`src/hdl/sac_pkg.sv`:
```
// Constants for the converter conversion control block
package sac_pkg;
  localparam logic [7:0] ADDR_CTRL_A   = 8'h00;
  localparam logic [7:0] ADDR_CTRL_B   = 8'h04;
  localparam logic [7:0] ADDR_INSEL    = 8'h08;
  localparam logic [7:0] ADDR_RES_LOW  = 8'h0C;
  localparam logic [7:0] ADDR_RES_HIGH = 8'h10;
  localparam logic [7:0] ADDR_POWER    = 8'h14;
  // control_status_a fields
  localparam int BIT_ENABLE = 7;
  localparam int BIT_START  = 6;
  localparam int BIT_AUTO   = 5;
  localparam int BIT_DONE   = 4;
  localparam int BIT_IE     = 3;
  // input_select_reg fields
  localparam int BIT_LEFT   = 5;
  localparam int NORMAL_CYCLES = 13;
  localparam int FIRST_CYCLES  = 25;
  localparam int NORMAL_SAMPLE_HALF = 3;
  localparam int FIRST_SAMPLE_HALF  = 27;
  localparam int AUTO_SAMPLE_HALF   = 4;
  localparam int SYNC_CPU_CYCLES    = 3;
  localparam logic [2:0] SRC_FREE = 3'h0;
  localparam logic [1:0] RESP_OKAY   = 2'h0;
  localparam logic [1:0] RESP_SLVERR = 2'h2;
  typedef enum logic [1:0] {
    SAC_IDLE = 2'b00,
    SAC_WAIT = 2'b01,
    SAC_CONV = 2'b10
  } sac_state_type;
endpackage : sac_pkg

```
`src/hdl/sac_top.sv`:
```
// Conversion sequencer, prescaler, result registers and AXI4-Lite slave
`timescale 1ns/1ps
module sac_top #(
  parameter int TRIG_WIDTH = 8
) (
  input  wire logic                  clk,
  input  wire logic                  resetn,
  input  wire logic [7:0]            s_axi_awaddr,
  input  wire logic                  s_axi_awvalid,
  output logic                       s_axi_awready,
  input  wire logic [31:0]           s_axi_wdata,
  input  wire logic [3:0]            s_axi_wstrb,
  input  wire logic                  s_axi_wvalid,
  output logic                       s_axi_wready,
  output logic [1:0]                 s_axi_bresp,
  output logic                       s_axi_bvalid,
  input  wire logic                  s_axi_bready,
  input  wire logic [7:0]            s_axi_araddr,
  input  wire logic                  s_axi_arvalid,
  output logic                       s_axi_arready,
  output logic [31:0]                s_axi_rdata,
  output logic [1:0]                 s_axi_rresp,
  output logic                       s_axi_rvalid,
  input  wire logic                  s_axi_rready,
  input  wire logic [TRIG_WIDTH-1:0] trigger_in,
  input  wire logic [9:0]            sample_code,
  output logic                       sample_hold,
  output logic                       converter_clk,
  output logic [3:0]                 channel_select,
  output logic [1:0]                 reference_select,
  output logic                       converter_active,
  output logic                       conversion_done_flag
);
  if (TRIG_WIDTH < 1 || TRIG_WIDTH > 8) begin : g_bad_width
    $error("TRIG_WIDTH must be 1 to 8");
  end

  // Software state
  logic       power_gate, enable, start, auto_en, done, irq_en, left;
  logic [2:0] divsel, trig_sel;
  logic [3:0] mux_sw;
  logic [1:0] reference_select_sw;
  logic [9:0] res;
  logic       locked;
  // Bus handshake
  logic       aw_held, w_held;
  logic [7:0] aw_addr;
  logic [31:0] w_data;
  logic [3:0] w_strb;
  // Sequencer
  sac_pkg::sac_state_type state;
  logic [6:0] pre_cnt;
  logic [5:0] half_cnt;
  logic       first_pending, single_run, auto_run;
  logic [2:0] sync_cnt;
  logic [1:0] trig_meta, trig_sync;
  logic       trig_prev;

  logic       next_power_gate, next_enable, next_start, next_auto_en, next_done, next_irq_en;
  logic       next_left, next_locked, next_aw_held, next_w_held;
  logic [2:0] next_divsel, next_trig_sel;
  logic [3:0] next_mux_sw, next_channel_select;
  logic [1:0] next_reference_select_sw, next_reference_select;
  logic [9:0] next_res;
  logic [7:0] next_aw_addr;
  logic [31:0] next_w_data, next_rdata;
  logic [3:0] next_w_strb;
  logic       next_awready, next_wready, next_bvalid, next_arready, next_rvalid;
  logic [1:0] next_bresp, next_rresp;
  sac_pkg::sac_state_type next_state;
  logic [6:0] next_pre_cnt;
  logic [5:0] next_half_cnt;
  logic       next_first_pending, next_single_run, next_auto_run;
  logic [2:0] next_sync_cnt;
  logic [1:0] next_trig_meta, next_trig_sync;
  logic       next_trig_prev, next_sample_hold, next_converter_clk, next_active;

  logic        do_write, do_read, conv_edge, half_edge, finish, trig_level, trig_rise;
  logic        start_write, run_ok;
  logic [6:0]  div_half;
  logic [5:0]  conv_len, sample_at;
  logic [7:0]  byte_high, byte_low, ctrl_a, ctrl_b, insel;

  always_comb begin
    // power-of-two divide
    // Shift in eight bits so the largest ratio does not wrap to zero
    div_half = (divsel == 3'h0) ? 7'h00 : 7'(((8'h01 << divsel) >> 1) - 8'h01);
    half_edge = enable && (pre_cnt >= div_half);
    conv_edge = half_edge && !converter_clk;
    conv_len  = first_pending ? 6'(2 * sac_pkg::FIRST_CYCLES) : 6'(2 * sac_pkg::NORMAL_CYCLES);
    sample_at = first_pending ? 6'(sac_pkg::FIRST_SAMPLE_HALF) :
                auto_run ? 6'(sac_pkg::AUTO_SAMPLE_HALF) : 6'(sac_pkg::NORMAL_SAMPLE_HALF);
    finish    = (state == sac_pkg::SAC_CONV) && half_edge && (half_cnt == conv_len - 6'h01);
    trig_level = (trig_sel == sac_pkg::SRC_FREE) ? done : trig_sync[1];
    trig_rise = trig_level && !trig_prev;
    do_write  = aw_held && w_held && !s_axi_bvalid;
    do_read   = s_axi_arvalid && s_axi_arready;
    start_write = do_write && aw_addr == sac_pkg::ADDR_CTRL_A && w_strb[0] &&
                  w_data[sac_pkg::BIT_START];
    run_ok = enable && !power_gate;
    byte_low  = left ? {res[1:0], 6'h00} : res[7:0];
    byte_high = left ? res[9:2] : {6'h00, res[9:8]};
    ctrl_a = {enable, start, auto_en, done, irq_en, divsel};
    ctrl_b = {5'h00, trig_sel};
    insel  = {reference_select_sw, left, 1'b0, mux_sw};
  end

  // Bus side
  always_comb begin
    next_aw_held = aw_held;
    next_aw_addr = aw_addr;
    next_w_held  = w_held;
    next_w_data  = w_data;
    next_w_strb  = w_strb;
    next_awready = 1'b0;
    next_wready  = 1'b0;
    next_bvalid  = s_axi_bvalid && !s_axi_bready;
    next_bresp   = s_axi_bresp;
    next_arready = 1'b0;
    next_rvalid  = s_axi_rvalid && !s_axi_rready;
    next_rresp   = s_axi_rresp;
    next_rdata   = s_axi_rdata;
    if (s_axi_awvalid && s_axi_awready) begin
      next_aw_held = 1'b1;
      next_aw_addr = s_axi_awaddr;
    end
    if (s_axi_wvalid && s_axi_wready) begin
      next_w_held = 1'b1;
      next_w_data = s_axi_wdata;
      next_w_strb = s_axi_wstrb;
    end
    if (do_write) begin
      next_aw_held = 1'b0;
      next_w_held  = 1'b0;
      next_bvalid  = 1'b1;
      next_bresp   = (aw_addr <= sac_pkg::ADDR_POWER && aw_addr[1:0] == 2'b00) ?
                     sac_pkg::RESP_OKAY : sac_pkg::RESP_SLVERR;
    end
    next_awready = !aw_held && !s_axi_awready && !s_axi_bvalid && !next_aw_held;
    next_wready  = !w_held && !s_axi_wready && !s_axi_bvalid && !next_w_held;
    next_arready = !s_axi_arready && !s_axi_rvalid && !s_axi_arvalid;
    if (s_axi_arvalid && !s_axi_rvalid && !s_axi_arready) next_arready = 1'b1;
    if (do_read) begin
      next_rvalid = 1'b1;
      next_rresp  = sac_pkg::RESP_OKAY;
      next_arready = 1'b0;
      case (s_axi_araddr)
        sac_pkg::ADDR_CTRL_A:   next_rdata = {24'h000000, ctrl_a};
        sac_pkg::ADDR_CTRL_B:   next_rdata = {24'h000000, ctrl_b};
        sac_pkg::ADDR_INSEL:    next_rdata = {24'h000000, insel};
        sac_pkg::ADDR_RES_LOW:  next_rdata = {24'h000000, byte_low};
        sac_pkg::ADDR_RES_HIGH: next_rdata = {24'h000000, byte_high};
        sac_pkg::ADDR_POWER:    next_rdata = {31'h00000000, power_gate};
        default: begin
          next_rdata = 32'h00000000;
          next_rresp = sac_pkg::RESP_SLVERR;
        end
      endcase
    end
  end

  // Register file and sequencer
  always_comb begin
    next_power_gate = power_gate;
    next_enable     = enable;
    next_start      = start;
    next_auto_en    = auto_en;
    next_done       = done;
    next_irq_en     = irq_en;
    next_left       = left;
    next_divsel     = divsel;
    next_trig_sel   = trig_sel;
    next_mux_sw     = mux_sw;
    next_reference_select_sw    = reference_select_sw;
    next_res        = res;
    next_locked     = locked;
    next_state      = state;
    next_half_cnt   = half_cnt;
    next_first_pending = first_pending;
    next_single_run = single_run;
    next_auto_run   = auto_run;
    next_sync_cnt   = sync_cnt;
    next_trig_meta  = {trig_meta[0], trigger_in[trig_sel[2:0] % TRIG_WIDTH]};
    next_trig_sync  = {trig_sync[0], trig_meta[1]};
    next_trig_prev  = trig_level;
    next_sample_hold = 1'b0;
    next_channel_select   = channel_select;
    next_reference_select = reference_select;
    // prescaler held in reset while disabled
    next_pre_cnt       = half_edge ? 7'h00 : pre_cnt + 7'h01;
    next_converter_clk = half_edge ? !converter_clk : converter_clk;
    if (!enable) begin
      next_pre_cnt       = 7'h00;
      next_converter_clk = 1'b0;
    end
    if (do_write) begin
      case (aw_addr)
        sac_pkg::ADDR_CTRL_A: if (w_strb[0]) begin
          next_enable = w_data[sac_pkg::BIT_ENABLE];
          next_auto_en = w_data[sac_pkg::BIT_AUTO];
          next_irq_en = w_data[sac_pkg::BIT_IE];
          next_divsel = w_data[2:0];
          if (w_data[sac_pkg::BIT_DONE]) next_done = 1'b0;
          if (!w_data[sac_pkg::BIT_ENABLE]) next_first_pending = 1'b1;
        end
        sac_pkg::ADDR_CTRL_B: if (w_strb[0]) next_trig_sel = w_data[2:0];
        sac_pkg::ADDR_INSEL: if (w_strb[0]) begin
          next_mux_sw  = w_data[3:0];
          next_left    = w_data[sac_pkg::BIT_LEFT];
          next_reference_select_sw = w_data[7:6];
        end
        sac_pkg::ADDR_POWER: if (w_strb[0]) next_power_gate = w_data[0];
        default: ;
      endcase
    end
    if (do_read && s_axi_araddr == sac_pkg::ADDR_RES_LOW) next_locked = 1'b1;
    if (do_read && s_axi_araddr == sac_pkg::ADDR_RES_HIGH) next_locked = 1'b0;
    // copy only tracks when enabled, outside a conversion or in its last two half cycles
    if (enable && (state != sac_pkg::SAC_CONV ||
                   (half_cnt >= conv_len - 6'h02 && half_cnt < conv_len))) begin
      next_channel_select   = mux_sw;
      next_reference_select = reference_select_sw;
    end
    case (state)
      sac_pkg::SAC_IDLE: begin
        // start write converts in any mode
        if (start_write && run_ok) begin
          next_start = 1'b1;
          next_single_run = !auto_en;
          next_auto_run = 1'b0;
          next_state = sac_pkg::SAC_WAIT;
        end else if (auto_en && run_ok && trig_rise && trig_sel != sac_pkg::SRC_FREE) begin
          next_start = 1'b1;
          next_single_run = 1'b0;
          next_auto_run = 1'b1;
          next_sync_cnt = 3'(sac_pkg::SYNC_CPU_CYCLES);
          next_state = sac_pkg::SAC_WAIT;
        end
      end
      sac_pkg::SAC_WAIT: begin
        if (auto_run) begin
          if (sync_cnt != 3'h0) next_sync_cnt = sync_cnt - 3'h1;
          else begin
            next_pre_cnt = 7'h00;
            next_converter_clk = 1'b1;
            next_half_cnt = 6'h01;
            next_state = sac_pkg::SAC_CONV;
          end
        end else if (conv_edge) begin
          next_half_cnt = 6'h01;
          next_state = sac_pkg::SAC_CONV;
        end
      end
      sac_pkg::SAC_CONV: begin
        next_start = 1'b1;
        if (half_edge) next_half_cnt = half_cnt + 6'h01;
        if (half_edge && half_cnt == sample_at - 6'h01) next_sample_hold = 1'b1;
        if (finish) begin
          next_first_pending = 1'b0;
          // flag set even when result is discarded
          next_done = 1'b1;
          if (!locked) next_res = sample_code;
          next_half_cnt = 6'h00;
          next_trig_prev = 1'b1;
          if (auto_en && trig_sel == sac_pkg::SRC_FREE) begin
            next_half_cnt = 6'h01;
            next_auto_run = 1'b0;
          end else begin
            next_start = 1'b0;
            next_state = sac_pkg::SAC_IDLE;
          end
        end
      end
      default: next_state = sac_pkg::SAC_IDLE;
    endcase
    // first conversion after enabling takes the longer path
    if (!enable) begin
      next_state = sac_pkg::SAC_IDLE;
      next_start = 1'b0;
      next_first_pending = 1'b1;
      next_sample_hold = 1'b0;
    end
    next_active = (next_state != sac_pkg::SAC_IDLE);
  end

  always_ff @(posedge clk) begin
    if (!resetn) begin
      power_gate <= 1'b1;
      enable <= 1'b0;
      start <= 1'b0;
      auto_en <= 1'b0;
      done <= 1'b0;
      irq_en <= 1'b0;
      left <= 1'b0;
      divsel <= 3'h0;
      trig_sel <= 3'h0;
      mux_sw <= 4'h0;
      reference_select_sw <= 2'h0;
      res <= 10'h000;
      locked <= 1'b0;
      aw_held <= 1'b0;
      w_held <= 1'b0;
      aw_addr <= 8'h00;
      w_data <= 32'h00000000;
      w_strb <= 4'h0;
      s_axi_awready <= 1'b0;
      s_axi_wready <= 1'b0;
      s_axi_bvalid <= 1'b0;
      s_axi_bresp <= 2'h0;
      s_axi_arready <= 1'b0;
      s_axi_rvalid <= 1'b0;
      s_axi_rresp <= 2'h0;
      s_axi_rdata <= 32'h00000000;
      state <= sac_pkg::SAC_IDLE;
      pre_cnt <= 7'h00;
      half_cnt <= 6'h00;
      first_pending <= 1'b1;
      single_run <= 1'b0;
      auto_run <= 1'b0;
      sync_cnt <= 3'h0;
      trig_meta <= 2'h0;
      trig_sync <= 2'h0;
      trig_prev <= 1'b0;
      sample_hold <= 1'b0;
      converter_clk <= 1'b0;
      channel_select <= 4'h0;
      reference_select <= 2'h0;
      converter_active <= 1'b0;
      conversion_done_flag <= 1'b0;
    end else begin
      power_gate <= next_power_gate;
      enable <= next_enable;
      start <= next_start;
      auto_en <= next_auto_en;
      done <= next_done;
      irq_en <= next_irq_en;
      left <= next_left;
      divsel <= next_divsel;
      trig_sel <= next_trig_sel;
      mux_sw <= next_mux_sw;
      reference_select_sw <= next_reference_select_sw;
      res <= next_res;
      locked <= next_locked;
      aw_held <= next_aw_held;
      w_held <= next_w_held;
      aw_addr <= next_aw_addr;
      w_data <= next_w_data;
      w_strb <= next_w_strb;
      s_axi_awready <= next_awready;
      s_axi_wready <= next_wready;
      s_axi_bvalid <= next_bvalid;
      s_axi_bresp <= next_bresp;
      s_axi_arready <= next_arready;
      s_axi_rvalid <= next_rvalid;
      s_axi_rresp <= next_rresp;
      s_axi_rdata <= next_rdata;
      state <= next_state;
      pre_cnt <= next_pre_cnt;
      half_cnt <= next_half_cnt;
      first_pending <= next_first_pending;
      single_run <= next_single_run;
      auto_run <= next_auto_run;
      sync_cnt <= next_sync_cnt;
      trig_meta <= next_trig_meta;
      trig_sync <= next_trig_sync;
      trig_prev <= next_trig_prev;
      sample_hold <= next_sample_hold;
      converter_clk <= next_converter_clk;
      channel_select <= next_channel_select;
      reference_select <= next_reference_select;
      converter_active <= next_active;
      conversion_done_flag <= next_done;
    end
  end
endmodule : sac_top

```
`config.mk`:
```
export PLATFORM = sky130hd
export DESIGN_NAME = sac_top
export DESIGN_NICKNAME = d
export VERILOG_FILES = /design/src/hdl/sac_pkg.sv /design/src/hdl/sac_top.sv
export SDC_FILE = /design/constraint.sdc
export NUM_CORES = 1
export LEC_CHECK = 0
export ABC_AREA = 1
export BUFFER_PORTS_ARGS = -buffer_cell sky130_fd_sc_hd__buf_2
export CAP_MARGIN = 0
export CORE_UTILIZATION = 53
export DETAILED_ROUTE_END_ITERATION = 10
export PLACE_DENSITY_LB_ADDON = 0.1
export SYNTH_ARGS = -nofsm -noshare
export SYNTH_HDL_FRONTEND = slang
export SYNTH_SLANG_ARGS = --single-unit
```
`constraint.sdc`:
```
create_clock -name clk -period 3.2 [get_ports clk]
set_clock_uncertainty 0.1 [all_clocks]
set_input_delay 0.64 -clock clk [delete_from_list [all_inputs] [get_ports clk]]
set_output_delay 0.64 -clock clk [all_outputs]
set_load 0.01 [all_outputs]
```
Yosys cells after proc, flatten, opt, wreduce, memory -nomap -nowiden
Cells that the tools add are included. W data, S select, Z words.

$add $sub $neg: 7. Magnitude comparators: 5. Reductions and logical operators: 79. Equality and inequality tests: 23. Mux-type cells: 74. Bitwise operators: 2. Shifts and indexed selects: 1.

Operators by type and width (count): $pmux W8 S6 (1); $mux W7 (6); $logic_and A1 B1 Y1 (37); $mux W1 (37); $mux W6 (6); $eq A8 B4 Y1 const B (3); $eq A8 B5 Y1 const B (3); $mux W2 (10); $reduce_and A3 Y1 (6); $eq A8 B3 Y1 const B (2); $logic_not A8 Y1 (2); $mux W8 (2); $logic_not A1 Y1 (15); $mux W3 (5); $eq A6 B6 Y1 (2); $ne A2 B2 Y1 const B (6); $ne A3 B3 Y1 const B (4); $pmux W6 S2 (1); $le A8 B5 Y1 const B (1); $reduce_and A4 Y1 (2); $reduce_bool A2 Y1 (4); $shl A1 B3 Y8 const A (1); $add A7 B1 Y7 const B (1); $ge A7 B7 Y1 (1); other kinds (26) (33).

Output and inout port bits: 51. Register bits: 124. Input port bits: 77. Word-level logic and storage cells: 231.

Longest topological paths before layout
Depth in word-level cells: 11. Gate-level depth with buffers: 21. Mapped depth without buffers: 21.

Worst setup path before layout
OpenSTA, ideal clock, no wires.

Path type: reg2reg. Start point: register divsel[2]. End point: register half_cnt[5]. Data arrival time: 2570 ps. Path buffers: 1. Clock period less this slack: 2778 ps. Slack: 422 ps. Library setup time: 109 ps. Data required time: 2991 ps. Cell stages (with the launch flop): 22. Cells stage by stage: dfxtp_1 clkinv_1 nand3_1 ha_1 a21oi_1 a21oi_1 nand2_1 ha_1 nand2_1 nand2_1 nand2_1 nand3_1 nor2_1 nor2_1 ha_1 o211ai_1 nand2_2 buf_6 nand3_1 nand2_1 nand2_1 inv_1.

Word-level cells in the longest chain between the ends: 9. Elaborated cells between the ends (all ways): 14. Classes of those cells: add/sub: 1; order compare: 1; eq/ne: 2; shift: 1; mux: 3; reduce/logical: 6.

Ends and longest elaborated chain: from (decl) (RTL line sac_top.sv:40) `logic [2:0] divsel, trig_sel;`; from (signal assigned) (RTL line sac_top.sv:338) `divsel <= next_divsel;`; $shl A1 B3 Y8 (RTL line sac_top.sv:87) `div_half = (divsel == 3'h0) ? 7'h00 : 7'(((8'h01 << divsel) >> 1) - 8'h01);`; $sub A7 B1 Y7 (RTL line sac_top.sv:87); $mux W7 (*) (RTL line sac_top.sv:87); $ge A7 B7 Y1 (*) (RTL line sac_top.sv:88) `half_edge = enable && (pre_cnt >= div_half);`; $logic_and A1 B1 Y1 (*) (RTL line sac_top.sv:88); $logic_and A1 B1 Y1 (2 in a row) (RTL line sac_top.sv:93) `finish = (state == sac_pkg::SAC_CONV) && half_edge && (half_cnt == conv_len - 6'h01);`; $ne A3 B3 Y1 (no source line) / $mux W6 (equally long branches); $reduce_and A4 Y1 (no source line) / $pmux W6 S2 (equally long branches); to (signal assigned) (RTL line sac_top.sv:359) `half_cnt <= next_half_cnt;`; to (decl) (RTL line sac_top.sv:53) `logic [5:0] half_cnt;`.

Every way passes the cells marked *; elsewhere a longest branch is shown, timed or not. A chain may end at the register's enable or synchronous reset.

Final worst setup path
Start point: register divsel[1]. End point: register half_cnt[5].

The elaborated chain is that of the path after synthesis.

==> impl_metrics.toml <==
[floorplan]
pin_count = 128
initial_utilization_pct = 55.7
die_h_um = 98.4
die_x_um = 98.4
num_rows = 34
core_um2 = 8850
die-area_um2 = 9680

[detailed_routing]
post_drt_wl_per_cell_um = 12.4
dr.pass1.iters = 7
vias_per_cell = 5.14
num_vias = 4522
drt_wl_total_um = 10900
drt_first_iter_violations = 209
route.detailed.drc = 0
ant_nets = 0

[synthesis]
synth_ff_type = "dfxtp_1"
synth_area_per_cell_um2 = 7.12
yosysMostFrequentCell = "nand2_1"
synth_common_cells = "nand2_1 (113), nor2_1 (110), dfxtp_1 (98)"
synth_enable_flop_cells = 0
synth_top_area_cell = "dfxtp_1"
yosysWarnings = 0
synth.ff_latch_count = 98
synthArstFlopShare_pct = 0
yosys.area.top_type_share_pct = 39.8
yosys-top-cells-area = "dfxtp_1 (40%), nand2_1 (8.6%), nor2_1 (8.4%), inv_1 (6.0%), o21ai_0 (5.7%)"
syn-cell-area_um2 = 4930
synthCells = 692
synth.distinct_cells = 40
synth_seq_area_share_pct = 39.8

[cts]
htreeDepth = 3
clock_latency_ns = 0.36
cts_hold_buf = 0
cts_max_path_buffers = 2
cts_tree = "built"
root_buffer = "clkbuf_8"
cts_sinks = 98
clkTransAtPathRegs_ns = 0.09
cts_buffers = 9

[sta]
hold_viol = 0
relSlewSlack_pct = 61.3
fmax_mhz = 343
period_minus_slack_ns = 2.91
rsz0062_at_grt = "false"
maxSlewViolCount = 0
tightest_slew_ns = 0.580
tns_ns = 0
finalCritPeriodShare_pct = 91.1
finalSetupViolCount = 0
fin_ws_ns = 0.285

[grt]
grt_pass1_wl_um = 18500
grt_pass1_vias = 4188
overflow = 0
grt_max_degree = 43
antenna_found_initial = 0
grt.total_usage_pct = 23.4

[layout]
n_antenna_cell = 0
final_area_um2 = 5590
nFillCells = 848
drive_gt1_share_pct = 18.5
layout-area-overhead-vs-synth_pct = 13.4
fin_nets = 861

[worst_setup_path]
arrival_ns = 3.08
worstSetupEndpointType = "flip-flop"
required_ns = 3.37
worstSetupStartpointType = "flip-flop"
cp_max_fo = 10
path_class = "flip-flop to flip-flop"
cp-startpoint = "divsel[1]"
worstReg2RegStart = "divsel[1]"

[outcome]
status = "finished clean"

[run]
max_cap_violations = 0

[power_and_ir_drop]
p_total_mw = 2.34
comb_power_share_pct = 7.1
p_leak_nw = 2.57
power.switching_mw = 0.568
ir_drop_mv = 0.225
power_switching_share_pct = 24.3
clock_power_share_pct = 38.7
power.density_cell_area_nw_per_um2 = 419
pwr-share-seq_pct = 54.1
internal_power_mw = 1.77

[worst_hold_path]
min_from = "trig_meta[0]"
hold_path_class = "flip-flop to flip-flop"

[place]
placedInstanceArea_um2 = 5290
place_congestion = 0.880
dp_hpwl_um = 8340
place_ws_ns = 0.104
io_buffers = 74
[layout by cell type (no fill, tap or decap), drive strengths merged, types with 2 or more instances in the layout]
cell	count
clkinv	3
dfxtp	98
nor2	120
buf	80
a21oi	48
nor3b	3
nor4	3
nor3	8
clkinvlp	2
conb	26
clkbuf	10
o21ai	75
o211ai	3
nand3	33
and3	3
ha	18
inv	89
nand2	119
bufinv	2
nand4	10
o22ai	5
a31oi	4
xor2	3
[sequential cells by signal, indices dropped and copies added, names as in the netlist, 2 cells and up]
signal and cells:
aw_addr 8, channel_select 4, divsel 3, half_cnt 6, mux_sw 4, pre_cnt 7, reference_select 2, reference_select_sw 2
res 10, s_axi_rdata 8, state 2, sync_cnt 3, trig_meta 2, trig_sel 3, trig_sync 2, w_data 8
[kinds of logic (layout without fill, tap and decap cells)]
group / Yosys count / count (layout) / synth area share [%]
AO/OA/AOI/OAI: 139 / 139 / 14.9
flip-flops: 98 / 98 / 39.8
other: 1 / 26 / 0.0761
buffers and inverters: 132 / 186 / 12.4
XOR/XNOR: 4 / 4 / 0.711
adder cells (fa/ha/maj): 18 / 18 / 4.57
AND/OR/NAND/NOR: 300 / 300 / 27.5
[metrics by stage]
step | hold slack [ns] | util (%) | cells
4_1_cts | 0.331 | 62.3 | 878
3_5_place_dp | 0.302 | 59.8 | 862
5_1_grt | 0.354 | 63.1 | 879
3_3_place_gp | 0.296 | 59.8 | 862
2_1_floorplan | 0.290 | - | 717
6_report | 0.326 | 63.1 | 879
[power groups by stage]
stage	clock network, mW	logic, mW	registers, mW
CTS	0.916	0.167	1.27
finish	0.906	0.167	1.27
global placement	0	0.162	1.29
detailed placement	0	0.166	1.30
floorplan	0	0.125	1.30
global route	0.965	0.191	1.27
[per-layer routing]
metal  vias up  wire length, µm  track usage (%)
met5         -                0                0
met4         0               89             7.81
met3         8              450             3.29
met2        90             5450             41.8
met1      2086             4910             29.0
li1       2338                -                -
[critical path, stage by stage, from the launching register on]
cell      delay [ns]
dfxtp_4         0.38
inv_2           0.06
nand3_1         0.10
ha_2            0.21
a21oi_1         0.07
a21oi_1         0.13
nand2_1         0.10
ha_4            0.23
nand2_1         0.07
nand2_1         0.07
nand2_1         0.07
nand3_1         0.09
nor2_2          0.13
nor2_1          0.08
ha_1            0.20
o211ai_1        0.27
nand2_2         0.14
buf_12          0.16
nand3_1         0.06
nand2_1         0.05
nand2_1         0.05
inv_1           0.03
[area by class of cell]
class	instances	area, µm²	share of cell area (%)
multi-input combinational	487	2490	44.6
clock buffer	10	138	2.46
tap	108	135	2.42
clock inverter	6	88.8	1.59
inverter	90	338	6.05
sequential	98	1970	35.2
timing repair buffer	80	428	7.66
[path summary, 6_finish.rpt]
check                  to  slack [ns]  cells after the start
max           half_cnt[5]        0.29                     21
min          trig_meta[1]        0.33                      2
max reg2reg   half_cnt[5]        0.29                     21
min reg2reg  trig_meta[1]        0.33                      2
[repair_timing]
action                     CTS  global route
setup buffers                0             1
resized for setup            0            15
setup endpoints to repair    0             6
Note: power is estimated with default switching activity, not from simulation.
